===== src/sft_pkg.sv =====
package sft_pkg;

  // ----------------------------------------------------------------------
  // Register indices (word addresses); byte address is four times these.
  // ----------------------------------------------------------------------
  localparam logic [7:0]  IDX_POWERDOWN_WINDOW     = 8'h9e;
  localparam logic [7:0]  IDX_SUBFRAME_COUNT_CFG   = 8'h9f;
  localparam logic [7:0]  IDX_CAPTURE_POSITION     = 8'ha0;
  localparam logic [7:0]  IDX_NONLIN_COEFF_SET_A   = 8'ha2;
  localparam logic [7:0]  IDX_NONLIN_COEFF_SET_B   = 8'ha3;
  localparam logic [7:0]  IDX_TIMING_CONTROL       = 8'ha1;
  localparam logic [7:0]  IDX_TIMING_STATUS        = 8'ha9;

  // ----------------------------------------------------------------------
  // Field layout and reset values.
  // ----------------------------------------------------------------------
  localparam int          REG_WIDTH                = 24;
  localparam int          HI_FIELD_LSB             = 12;
  localparam int          FIELD12_WIDTH            = 12;
  localparam int          LOW16_WIDTH              = 16;
  localparam int          BYTE_HI_LSB              = 16;
  localparam logic [23:0] RST_POWERDOWN_WINDOW     = 24'h000000;
  localparam logic [23:0] RST_SUBFRAME_COUNT_CFG   = 24'h000000;
  localparam logic [23:0] RST_CAPTURE_POSITION     = 24'h002198;
  localparam logic [23:0] RST_NONLIN_COEFF         = 24'h000000;
  localparam logic [15:0] RST_SUBFRAME_CLOCK_COUNT = 16'h2710;

  // ----------------------------------------------------------------------
  // Timing: the sub-frame clock period and the sub-frame length.
  // ----------------------------------------------------------------------
  localparam int          TICK_PERIOD_NS           = 25;
  localparam int          SYS_CLK_PERIOD_NS        = 10;
  localparam int          SUBFRAME_TIME_US         = 250;

endpackage


===== src/sft_tick_gen.sv =====
`timescale 1ns/1ps
// Fractional divider that turns the 100 MHz clock into one pulse per
// 25 ns timing-generator period (adds 10 per cycle, wraps at 25).
module sft_tick_gen #(
  parameter int PERIOD_NS = 25,
  parameter int STEP_NS   = 10
) (
  input  wire logic clk_i,
  input  wire logic reset_i,
  output logic      tick_o
);

  // Phase accumulator in nanoseconds.
  logic [7:0] phase;
  logic [7:0] next_phase;

  // Wrap when a whole period has accumulated; the remainder carries so
  // the long-run rate is exact even though the pulses are uneven.
  always_comb begin
    next_phase = phase + 8'(STEP_NS);
    if (next_phase >= 8'(PERIOD_NS)) begin
      next_phase = next_phase - 8'(PERIOD_NS);
    end
  end

  // Accumulator and pulse register.
  always_ff @(posedge clk_i or posedge reset_i) begin
    if (reset_i) begin
      phase  <= 8'h00;
      tick_o <= 1'b0;
    end else begin
      phase  <= next_phase;
      tick_o <= (phase + 8'(STEP_NS)) >= 8'(PERIOD_NS);
    end
  end

endmodule


===== src/sft_regs.sv =====
// Local design decision: register access over APB.
`timescale 1ns/1ps
// How it works
// - Power-down asserted only outside start..end window.
// - Averaged sub-frames equal field plus one.
// - Frame holds total field plus one sub-frames.
// - Sub-frame lasts clock count times 25 ns.
// - Capture strobe at programmed count, reset 2198h.
// - Capture register upper byte reserved, reads zero.
// - Cubic coefficient split across two upper bytes.
// - Offset coefficients stored in low sixteen bits.
module sft_regs #(
  parameter int ADDR_WIDTH = 12
) (
  input  wire logic                  clk_i,
  input  wire logic                  reset_i,
  // APB slave.
  input  wire logic                  psel_i,
  input  wire logic                  penable_i,
  input  wire logic                  pwrite_i,
  input  wire logic [ADDR_WIDTH-1:0] paddr_i,
  input  wire logic [31:0]           pwdata_i,
  input  wire logic [3:0]            pstrb_i,
  output logic                       pready_o,
  output logic [31:0]                prdata_o,
  output logic                       pslverr_o,
  // Channel and current selection from the illumination sequencer.
  input  wire logic [1:0]            tx_channel_i,
  input  wire logic                  high_current_i,
  // Timing outputs.
  output logic                       dyn_powerdown_o,
  output logic                       capture_strobe_o,
  output logic                       frame_start_o,
  output logic                       averaging_active_o,
  output logic [11:0]                subframe_index_o,
  // Coefficients for the channel and current level now in use.
  output logic [15:0]                active_cubic_coeff_o,
  output logic [15:0]                active_offset_coeff_o,
  output logic                       coeff_valid_o
);

  // ----------------------------------------------------------------------
  // Register storage
  // ----------------------------------------------------------------------
  logic [23:0] powerdown_window;       // End in 23:12, start in 11:0.
  logic [23:0] subframe_count_config;  // Averaged in 23:12, total in 11:0.
  logic [15:0] capture_position_count; // Upper byte is not stored at all.
  logic [23:0] nonlin_coeff_set_a;     // Cubic high byte and ch0 offset.
  logic [23:0] nonlin_coeff_set_b;     // Cubic low byte and ch1 offset.
  logic [15:0] subframe_clock_count;   // Timing-generator periods per sub-frame.
  logic        run_enable;             // Timing generator runs while set.

  // Field views.
  logic [11:0] powerdown_window_end;
  logic [11:0] powerdown_window_start;
  logic [11:0] averaged_subframe_count;
  logic [11:0] total_subframe_count;
  logic [15:0] cubic_coeff_low_ch1;
  logic [15:0] offset_coeff_high_ch0;
  logic [15:0] offset_coeff_low_ch1;

  assign powerdown_window_end    = powerdown_window[23:12];
  assign powerdown_window_start  = powerdown_window[11:0];
  assign averaged_subframe_count = subframe_count_config[23:12];
  assign total_subframe_count    = subframe_count_config[11:0];
  assign cubic_coeff_low_ch1     = {nonlin_coeff_set_a[23:16], nonlin_coeff_set_b[23:16]};
  assign offset_coeff_high_ch0   = nonlin_coeff_set_a[15:0];
  assign offset_coeff_low_ch1    = nonlin_coeff_set_b[15:0];

  // ----------------------------------------------------------------------
  // APB decode
  // ----------------------------------------------------------------------
  logic [ADDR_WIDTH-3:0] word_idx;    // Word index from the byte address.
  logic                  access;      // Access phase; always one wait-free cycle.
  logic                  wr_en;
  logic                  hit;         // Address names a register.
  logic [31:0]           next_rdata;

  assign word_idx = paddr_i[ADDR_WIDTH-1:2];
  assign access   = psel_i & penable_i;
  assign wr_en    = access & pwrite_i & hit;

  // Read mux; unmapped words read zero and answer with an error.
  always_comb begin
    hit        = 1'b1;
    next_rdata = 32'h00000000;
    case (word_idx)
      (ADDR_WIDTH-2)'(sft_pkg::IDX_POWERDOWN_WINDOW):   next_rdata = {8'h00, powerdown_window};
      (ADDR_WIDTH-2)'(sft_pkg::IDX_SUBFRAME_COUNT_CFG): next_rdata = {8'h00, subframe_count_config};
      (ADDR_WIDTH-2)'(sft_pkg::IDX_CAPTURE_POSITION):   next_rdata = {16'h0000, capture_position_count};
      (ADDR_WIDTH-2)'(sft_pkg::IDX_NONLIN_COEFF_SET_A): next_rdata = {8'h00, nonlin_coeff_set_a};
      (ADDR_WIDTH-2)'(sft_pkg::IDX_NONLIN_COEFF_SET_B): next_rdata = {8'h00, nonlin_coeff_set_b};
      (ADDR_WIDTH-2)'(sft_pkg::IDX_TIMING_CONTROL):     next_rdata = {15'h0000, run_enable, subframe_clock_count};
      (ADDR_WIDTH-2)'(sft_pkg::IDX_TIMING_STATUS):      next_rdata = {18'h00000, averaging_active_o, frame_start_o,
                                                                      subframe_index_o};
      default: begin
        hit = 1'b0;
      end
    endcase
  end

  // Bus answer: pready is registered from the setup cycle, so it stands
  // high for exactly the one access cycle and no wait state is inserted.
  // Read data and the error flag are registered at the same edge.
  always_ff @(posedge clk_i or posedge reset_i) begin
    if (reset_i) begin
      pready_o  <= 1'b0;
      prdata_o  <= 32'h00000000;
      pslverr_o <= 1'b0;
    end else begin
      // Answer one cycle after setup: pready high for exactly the access.
      pready_o  <= psel_i & ~penable_i;
      prdata_o  <= next_rdata;
      pslverr_o <= psel_i & ~penable_i & ~hit;
    end
  end

  logic wr_take;
  assign wr_take = wr_en & pready_o;

  // Byte-lane merge helper for 24-bit registers.
  function automatic logic [23:0] merge24(input logic [23:0] old, input logic [31:0] d, input logic [3:0] s);
    merge24 = old;
    for (int b = 0; b < 3; b++) begin
      if (s[b]) begin
        merge24[b*8 +: 8] = d[b*8 +: 8];
      end
    end
  endfunction

  // Capture word merged with its reserved byte forced empty; only 15:0 is kept.
  logic [23:0] capture_merged;
  assign capture_merged = merge24({8'h00, capture_position_count}, pwdata_i, pstrb_i);

  // Register writes take effect at the edge where pready is sampled high.
  always_ff @(posedge clk_i or posedge reset_i) begin
    if (reset_i) begin
      powerdown_window       <= sft_pkg::RST_POWERDOWN_WINDOW;
      subframe_count_config  <= sft_pkg::RST_SUBFRAME_COUNT_CFG;
      capture_position_count <= sft_pkg::RST_CAPTURE_POSITION[15:0];
      nonlin_coeff_set_a     <= sft_pkg::RST_NONLIN_COEFF;
      nonlin_coeff_set_b     <= sft_pkg::RST_NONLIN_COEFF;
      subframe_clock_count   <= sft_pkg::RST_SUBFRAME_CLOCK_COUNT;
      run_enable             <= 1'b0;
    end else if (wr_take) begin
      case (word_idx)
        (ADDR_WIDTH-2)'(sft_pkg::IDX_POWERDOWN_WINDOW):
          powerdown_window <= merge24(powerdown_window, pwdata_i, pstrb_i);
        (ADDR_WIDTH-2)'(sft_pkg::IDX_SUBFRAME_COUNT_CFG):
          subframe_count_config <= merge24(subframe_count_config, pwdata_i, pstrb_i);
        (ADDR_WIDTH-2)'(sft_pkg::IDX_CAPTURE_POSITION): begin
          capture_position_count <= capture_merged[15:0];
        end
        (ADDR_WIDTH-2)'(sft_pkg::IDX_NONLIN_COEFF_SET_A):
          nonlin_coeff_set_a <= merge24(nonlin_coeff_set_a, pwdata_i, pstrb_i);
        (ADDR_WIDTH-2)'(sft_pkg::IDX_NONLIN_COEFF_SET_B):
          nonlin_coeff_set_b <= merge24(nonlin_coeff_set_b, pwdata_i, pstrb_i);
        (ADDR_WIDTH-2)'(sft_pkg::IDX_TIMING_CONTROL): begin
          if (pstrb_i[0]) begin
            subframe_clock_count[7:0] <= pwdata_i[7:0];
          end
          if (pstrb_i[1]) begin
            subframe_clock_count[15:8] <= pwdata_i[15:8];
          end
          if (pstrb_i[2]) begin
            run_enable <= pwdata_i[16];
          end
        end
        default: begin
        end
      endcase
    end
  end

  // ----------------------------------------------------------------------
  // Sub-frame timing
  // ----------------------------------------------------------------------
  logic        gen_tick;   // One pulse per 25 ns timing-generator clock.
  logic [15:0] gen_count;  // Timing-generator clocks within the sub-frame.
  logic        sub_end;

  sft_tick_gen #(
    .PERIOD_NS (sft_pkg::TICK_PERIOD_NS),
    .STEP_NS   (sft_pkg::SYS_CLK_PERIOD_NS)
  ) u_tick (
    .clk_i   (clk_i),
    .reset_i (reset_i),
    .tick_o  (gen_tick)
  );

  // A count of zero is treated as one so the sub-frame never stalls.
  // sub-frame length
  assign sub_end = gen_tick & (gen_count + 16'h0001 >= subframe_clock_count);

  // Clock counter within a sub-frame.
  always_ff @(posedge clk_i or posedge reset_i) begin
    if (reset_i) begin
      gen_count <= 16'h0000;
    end else if (!run_enable) begin
      gen_count <= 16'h0000;
    end else if (sub_end) begin
      gen_count <= 16'h0000;
    end else if (gen_tick) begin
      gen_count <= gen_count + 16'h0001;
    end
  end

  // Sub-frame index; wraps after total plus one sub-frames.
  always_ff @(posedge clk_i or posedge reset_i) begin
    if (reset_i) begin
      subframe_index_o <= 12'h000;
      frame_start_o    <= 1'b0;
    end else if (!run_enable) begin
      subframe_index_o <= 12'h000;
      frame_start_o    <= 1'b0;
    end else if (sub_end && subframe_index_o >= total_subframe_count) begin
      subframe_index_o <= 12'h000;
      frame_start_o    <= 1'b1;
    end else begin
      frame_start_o <= 1'b0;
      if (sub_end) begin
        subframe_index_o <= subframe_index_o + 12'h001;
      end
    end
  end

  // Window flags, registered straight to the outputs.
  always_ff @(posedge clk_i or posedge reset_i) begin
    if (reset_i) begin
      dyn_powerdown_o    <= 1'b0;
      averaging_active_o <= 1'b0;
      capture_strobe_o   <= 1'b0;
    end else begin
      dyn_powerdown_o    <= run_enable & ((subframe_index_o < powerdown_window_start) |
                                          (subframe_index_o > powerdown_window_end));
      averaging_active_o <= run_enable & (subframe_index_o <= averaged_subframe_count);
      capture_strobe_o   <= run_enable & gen_tick & (gen_count == capture_position_count);
    end
  end

  // ----------------------------------------------------------------------
  // Coefficient selection
  // ----------------------------------------------------------------------
  // Only two channel/current pairs are held here; others report invalid.
  always_ff @(posedge clk_i or posedge reset_i) begin
    if (reset_i) begin
      active_cubic_coeff_o  <= 16'h0000;
      active_offset_coeff_o <= 16'h0000;
      coeff_valid_o         <= 1'b0;
    end else if (tx_channel_i == 2'd0 && high_current_i) begin
      active_cubic_coeff_o  <= 16'h0000;
      active_offset_coeff_o <= offset_coeff_high_ch0;
      coeff_valid_o         <= 1'b1;
    end else if (tx_channel_i == 2'd1 && !high_current_i) begin
      active_cubic_coeff_o  <= cubic_coeff_low_ch1;
      active_offset_coeff_o <= offset_coeff_low_ch1;
      coeff_valid_o         <= 1'b1;
    end else begin
      active_cubic_coeff_o  <= 16'h0000;
      active_offset_coeff_o <= 16'h0000;
      coeff_valid_o         <= 1'b0;
    end
  end

  // ----------------------------------------------------------------------
  // Checks
  // ----------------------------------------------------------------------
  powerdown_outside_a: assert property (@(posedge clk_i) disable iff (reset_i)
    (run_enable && subframe_index_o >= powerdown_window_start && subframe_index_o <= powerdown_window_end
     && $stable(powerdown_window) && $stable(run_enable)) |=> !dyn_powerdown_o)
    else $error("power-down asserted inside window");

  averaging_count_a: assert property (@(posedge clk_i) disable iff (reset_i)
    (run_enable && $stable(run_enable) && subframe_index_o == averaged_subframe_count
     && $stable(subframe_count_config)) |=> averaging_active_o)
    else $error("last averaged sub-frame not flagged");

  frame_wrap_a: assert property (@(posedge clk_i) disable iff (reset_i)
    frame_start_o |-> subframe_index_o == 12'h000)
    else $error("frame start without index restart");

  index_bound_a: assert property (@(posedge clk_i) disable iff (reset_i)
    (run_enable && sub_end && subframe_index_o == total_subframe_count) |=> frame_start_o)
    else $error("frame did not restart after last sub-frame");

  subframe_len_a: assert property (@(posedge clk_i) disable iff (reset_i)
    (gen_tick && gen_count == 16'h0000 && subframe_clock_count > 16'h0001 && $stable(subframe_clock_count)
     && run_enable) |-> ##[1:3] (gen_tick && gen_count == 16'h0001))
    else $error("sub-frame counter did not advance");

  capture_strobe_a: assert property (@(posedge clk_i) disable iff (reset_i)
    capture_strobe_o |-> $past(gen_tick) && $past(gen_count) == $past(capture_position_count))
    else $error("capture strobe at wrong count");

  reserved_zero_a: assert property (@(posedge clk_i) disable iff (reset_i)
    (pready_o && $past(word_idx) == (ADDR_WIDTH-2)'(sft_pkg::IDX_CAPTURE_POSITION)) |-> prdata_o[31:16] == 16'h0000)
    else $error("reserved capture bits not zero");

  cubic_pair_a: assert property (@(posedge clk_i) disable iff (reset_i)
    (!$past(reset_i) && $past(tx_channel_i) == 2'd1 && !$past(high_current_i)) |-> active_cubic_coeff_o
      == {$past(nonlin_coeff_set_a[23:16]), $past(nonlin_coeff_set_b[23:16])})
    else $error("cubic coefficient bytes misordered");

  offset_ch0_a: assert property (@(posedge clk_i) disable iff (reset_i)
    (!$past(reset_i) && $past(tx_channel_i) == 2'd0 && $past(high_current_i)) |-> coeff_valid_o
      && active_offset_coeff_o == $past(nonlin_coeff_set_a[15:0]))
    else $error("channel 0 offset not selected");

endmodule


===== config.mk =====
export PLATFORM = sky130hd
export DESIGN_NAME = sft_regs
export DESIGN_NICKNAME = d
export VERILOG_FILES = /design/src/sft_pkg.sv /design/src/sft_tick_gen.sv /design/src/sft_regs.sv
export SDC_FILE = /design/constraint.sdc
export NUM_CORES = 1
export LEC_CHECK = 0
export ABC_AREA = 1
export BUFFER_PORTS_ARGS = -buffer_cell sky130_fd_sc_hd__buf_2
export CORE_ASPECT_RATIO = 0.5
export CORE_MARGIN = 2
export CORE_UTILIZATION = 45
export CTS_CLUSTER_DIAMETER = 120
export DETAILED_ROUTE_END_ITERATION = 10
export HOLD_SLACK_MARGIN = 0.15
export PLACE_DENSITY = 0.69
export REMOVE_ABC_BUFFERS = 1
export SETUP_SLACK_MARGIN = 0.05
export SYNTH_ARGS = -nofsm -noshare
export SYNTH_HDL_FRONTEND = slang
export SYNTH_SLANG_ARGS = --single-unit

===== constraint.sdc =====
create_clock -name clk_i -period 6.95 [get_ports clk_i]
set_input_delay 0.695 -clock clk_i [delete_from_list [all_inputs] [get_ports clk_i]]
set_output_delay 0.695 -clock clk_i [all_outputs]
set_load 0.02 [all_outputs]

==> run summary, run 1 <==
Synth Warn # -> 0
Vias/cell -> 5.537
Final min period -> 3.995 ns
total power draw -> 2.739 mW
Final #Nets -> 1,729
most common cell in the netlist -> nand2_1
GRT met3 Usage -> 5.511%
IO Pins -> 139
Crit. End Element -> flop
Max Freq -> 250.3 MHz
max-slew violations -> 0
number of synthesized flops with an enable pin -> 0
register area -> 5743 µm²
synthesis-stage register bit count -> 229
initial antenna violation count -> 2
standard-cell rows -> 43
Slew HR -> 24.05%
DRT Wirelength -> 36,920 µm
layout cells sized above 1 -> 13.21%
GR Util met1 -> 37.93%
worst path buffer plus inverter count -> 1
worst path cell trace -> ha_1 -> nand3_1 -> nor3_1 -> nand3_1 -> xor2_1 -> ha_1 -> nand4_1 -> nor2_1 -> nand2_1 -> inv_1 -> nand2_1 -> a21oi_1 -> nor2_1 -> nand2_1 -> nand2_1
Setup-failing EPs final -> 0
gr ovfl total -> 0
area of the multi-input gates -> 5680 µm²
Hold Fails Final Rpt -> 0
GR Util met2 -> 37.36%
filler cell count -> 2,695
Die X-Extent -> 240.9 µm
Hold Crit Class -> in -> async
gpl congestion -> 0.9163
CP max FO -> 14
most frequent CP cell -> nand2_1
Worst-path clk slew -> 0.07 ns
Post-CTS Resized -> 0
gr usage total -> 25.60%
Post-synth top cells -> nand2_1, dfrtp_1, inv_1
Req. time, crit path -> 7.35 ns
Post-Syn Area per Cell -> 8.321 µm²
crit-path leading delay family -> simple AND/OR/NAND/NOR gates
Syn Inst Count -> 1,517
Initial Util -> 45.65%
DRC viols -> 0
largest net degree at the start of global routing -> 115
post-synthesis sequential area ratio -> 45.50%
Root Buffer -> clkbuf_16
Tcrit/Tclk final -> 57.48%
Clock Path Buffers -> 3
via count -> 11,100
Avg WL per Cell -> 18.42 µm
Max-Cap Viols -> 0
Critical Setup Path Class -> reg -> reg
Slowest Stage Delay on Critical Path -> 0.87 ns
total CTS buffers -> 22
TritonCTS clock tree -> done
Mapped Area -> 12,620 µm²
Die H -> 122.4 µm
Final Core Density -> 51.00%
Synth top area share -> 43.41%
Final Cell Area -> 14,100 µm²
hold_buf cts -> 0
first-pass GRT wire length -> 58,370 µm
worst clock skew -> 0.01675 ns
Synth cell types -> 45
DR iter-0 viols -> 1,067
CP startpoint kind -> flop
Setup Buffers After CTS -> 0
worst skew pair latency -> 0.53 ns
core area -> 27,650 µm²
drt pass-1 iters -> 5
setup TNS -> 0 ns
worst vdd ir -> 0.0001406 V
Arrival @ worst endpoint -> 4.39 ns
Placement Cell Area -> 13,340 µm²
vias in the first global route -> 10,270
ys async rst share -> 100.0%
Port Buffer Count -> 119
Post-DRT Antenna Nets -> 0
synth top area cells -> dfrtp_1, nand2_1, nand4_1
Area Growth Syn to Fin -> 11.74%
H-Tree Depth -> 1
Main synth FF type -> dfrtp_1
Fin Hold WS -> 0.3220 ns
status -> complete, no violations
CP max stage cell -> a21oi_1
Slew @ Worst Pin -> 1.139 ns
leakage power -> 7.489 nW
Die Footprint -> 29,490 µm²
hpwl dp -> 24,990 µm
clock sink count -> 229
RSZ-0062 raised after global routing -> false
Pwr Density -> 194.2 nW/µm²
largest area contributor in the netlist -> dfrtp_1
busiest metal layer after global routing -> met1
-- state kept, by name (all words and copies together) (netlist names) --
name	flops
subframe_clock_count	16
pslverr_o	1
u_tick.tick_o	1
subframe_index_o	12
nonlin_coeff_set_b	24
capture_strobe_o	1
powerdown_window	24
coeff_valid_o	1
frame_start_o	1
nonlin_coeff_set_a	24
averaging_active_o	1
gen_count	16
prdata_o	24
u_tick.phase	8
dyn_powerdown_o	1
capture_position_count	16
active_cubic_coeff_o	16
subframe_count_config	24
run_enable	1
active_offset_coeff_o	16
pready_o	1
-- through the flow --
| step | std cells | setup slack [ns] |
|---|---|---|
| final | 2004 | 2.955 |
| after global routing | 2002 | 2.594 |
| after CTS | 2002 | 3.029 |
| after detailed placement | 1962 | 3.130 |
| after global placement | 1962 | 3.176 |
| after floorplan | 1450 | -0.004680 |
-- logic make-up after synthesis --
kind of cell    synth area share (%)
simple gates                   26.87
fa+ha+maj                      6.839
compound gates                 8.693
other cells                  0.02971
buf+inv                        9.714
flops                          45.50
xor+xnor                       2.359
-- metal layers --
layer	wire, µm	part of all wire, %
met5	11	0.030
met2	15610	42
met3	3350	9.1
met1	16920	46
met4	1025	2.8
-- cells in the final DEF (no fill, tap or decap), types with 3 or more instances in the layout --
master and instances:
clkbuf_1 3, bufinv_16 3, buf_4 11, nand4_4 9, inv_1 192, o21ai_0 40, dfstp_2 10, nor2_2 5
nor2_1 96, clkbuf_16 23, nand3_1 43, o21ai_1 4, o22ai_1 62, nand2_2 5, buf_2 119, a221oi_1 5
nor3_1 10, ha_1 69, nand3_2 4, conb_1 8, xnor2_1 4, inv_2 5, nand2_1 389, dfrtp_1 219
a21oi_1 75, nand4_1 142, clkinv_2 5, xor2_1 30
-- power breakdown --
group / leakage [nW] / internal (mW) / switching [mW] / total [mW]
registers: 3.06 / 1.34 / 0.00429 / 1.34
logic: 4.06 / 0.0232 / 0.0896 / 0.113
clock network: 0.372 / 0.741 / 0.544 / 1.29
-- path summary, 6_finish.rpt --
check,start,end,slack (ns),depth (start not counted)
min in group clk_i,penable_i,pready_o,0.34,2
max in group asynchronous,reset_i,u_tick.phase[1],5.12,3
min,reset_i,active_cubic_coeff_o[1],0.32,2
max,gen_count[1],subframe_index_o[1],2.96,15
min reg2reg,powerdown_window[20],powerdown_window[20],0.48,2
max reg2reg,gen_count[1],subframe_index_o[1],2.96,15
-- final cells by class --
class	instances	area share, %
multi-input cells	1021	40.27
clock inverters	12	1.047
repair buffers	130	4.808
inverters	200	5.376
diodes	2	0.03548
flip-flops and latches	229	40.72
well taps	382	3.389
clock buffers	28	4.356
(Power assumes the default switching activity.)
==> run 2, diff against run 1 <==
clock period = 3.32 ns   (was 6.95 ns; I/O delays follow)
==> run 2 against run 1 <==
  * Largest power group is now clock
  * Register-to-register slack got worse by 2.6 ns
  * Flip-flop and latch count stayed put
  * Largest cell class unchanged
  * Die area unchanged
  * Clock skew fell by 0.0079 ns
  * Highest routed layer is now met4
==> run summary, run 2 (synthesized netlist as in run 1, its figures left out) <==
worst path cell trace -> ha_1 -> nand3_1 -> nor3_2 -> nand3_1 -> xor2_1 -> ha_1 -> nand4_1 -> nor2_1 -> nand2_1 -> inv_1 -> nand2_1 -> nand2_1 -> clkinvlp_4 -> nand3_1 -> o21ai_0
leading cell type in the layout, fill and taps excluded -> nand2_1
DRT Wirelength -> 38,230 µm
Area Growth Syn to Fin -> 16.01%
CP max stage cell -> dfrtp_1
Final #Nets -> 1,774
Arrival @ worst endpoint -> 3.34 ns
RSZ-0062 raised after global routing -> false
Die Footprint -> 29,490 µm²
crit-path leading delay family -> simple AND/OR/NAND/NOR gates
Critical Setup Path Class -> reg -> reg
Req. time, crit path -> 3.71 ns
clock sink count -> 229
layout cells sized above 1 -> 14.05%
total CTS buffers -> 22
gpl congestion -> 0.9244
drt pass-1 iters -> 6
Final Cell Area -> 14,640 µm²
DRC viols -> 0
CP startpoint kind -> flop
Fin Hold WS -> 0.1663 ns
worst skew pair latency -> 0.53 ns
gr usage total -> 26.42%
vias in the first global route -> 10,530
Vias/cell -> 5.562
worst vdd ir -> 0.0002923 V
DR iter-0 viols -> 1,203
max-slew violations -> 0
Slew HR -> 29.31%
CP max FO -> 16
Die X-Extent -> 240.9 µm
H-Tree Depth -> 1
first-pass GRT wire length -> 59,980 µm
Crit. End Element -> flop
leakage power -> 7.751 nW
Setup Buffers After CTS -> 0
Final Worst Setup Slack -> 0.3702 ns
TritonCTS clock tree -> done
core area -> 27,650 µm²
Clock Path Buffers -> 3
Final min period -> 2.950 ns
standard-cell rows -> 43
Tcrit/Tclk final -> 88.85%
Initial Util -> 45.65%
Avg WL per Cell -> 18.68 µm
Ant. Diodes -> 0
Worst-path clk slew -> 0.07 ns
Post-DRT Antenna Nets -> 0
Root Buffer -> clkbuf_16
placed cells -> 1,980
IO Pins -> 139
gr ovfl total -> 0
Max Freq -> 339.0 MHz
Hold Crit Class -> in -> reg
worst path buffer plus inverter count -> 2
Port Buffer Count -> 119
Die H -> 122.4 µm
Max-Cap Viols -> 0
status -> complete, no violations
hpwl dp -> 26,330 µm
worst clock skew -> 0.008865 ns
Pwr Density -> 413.4 nW/µm²
most frequent cells in the layout -> nand2_1, dfrtp_1, inv_1
total power draw -> 6.054 mW
Placement Cell Area -> 13,520 µm²
largest net degree at the start of global routing -> 113
Hold Fails Final Rpt -> 0
via count -> 11,390
initial antenna violation count -> 0
Slowest Stage Delay on Critical Path -> 0.43 ns
Setup-failing EPs final -> 0
Slew @ Worst Pin -> 1.060 ns
pre-CTS WS -> 0.4158 ns
Post-Layout Cell Count -> 2,047
-- run 2: cell count changes in the layout (fill, tap and decap cells not counted), moves of 2 or more --
cell / delta
buf_12: +4
buf_4: +14
bufinv_16: +3
clkbuf_8: +2
clkinv_4: -2
diode_2: -2
dlygate4sd3_1: +27
-- run 2: final cells by class --
type                       count  area [µm²]
clock inverter                10       200.2
tap                          382       478.0
fill                        2619       13010
timing repair buffer         175        1134
inverter                     200       762.0
clock buffer                  30       641.9
sequential                   229        5743
multi-input combinational   1021        5685
-- run 2: final timing paths --
check	depth (start not counted)	slack, ns	startpoint	to
min reg2reg	2	0.48	nonlin_coeff_set_a[14]	nonlin_coeff_set_a[14]
min in group asynchronous	3	0.49	reset_i	active_cubic_coeff_o[9]
max reg2reg	15	0.37	gen_count[1]	gen_count[10]
min	3	0.17	pwdata_i[1]	subframe_count_config[1]
max in group asynchronous	4	1.96	reset_i	prdata_o[20]
max	15	0.37	gen_count[1]	gen_count[10]
-- run 2: per-stage QoR --
| step | TNS [ns] | util (%) |
|---|---|---|
| floorplan | -731.54 | - |
| global placement | 0 | 48.90 |
| detailed placement | 0 | 48.90 |
| CTS | 0 | 52.92 |
| global route | 0 | 52.95 |
| finish | 0 | 52.95 |
-- run 2: power by group --
group          switching (mW)  internal (mW)
sequential            0.00901           2.80
combinational           0.200         0.0752
clock                    1.15           1.82
-- run 2: metal layers --
metal	routed length, µm	part of all wire, %	vias up	track usage (%)
met2	16090	42	529	38.69
met5	0	0	-	0
met4	1140	3.0	0	7.562
met1	17340	45	5451	38.97
met3	3663	9.6	77	6.163
li1	-	-	5328	-
-- run 2: what timing repair did --
item                                    4_1_cts  5_1_grt
resized for setup                             0        2
hold buffers                                 27        0
endpoints found under the setup margin        0       15
hold endpoints to repair                    201        0
-- run 2: worst min-delay path: stages --
cell	delay, ns
buf_2	0.17
nand4_1	0.10
nand2_1	0.05
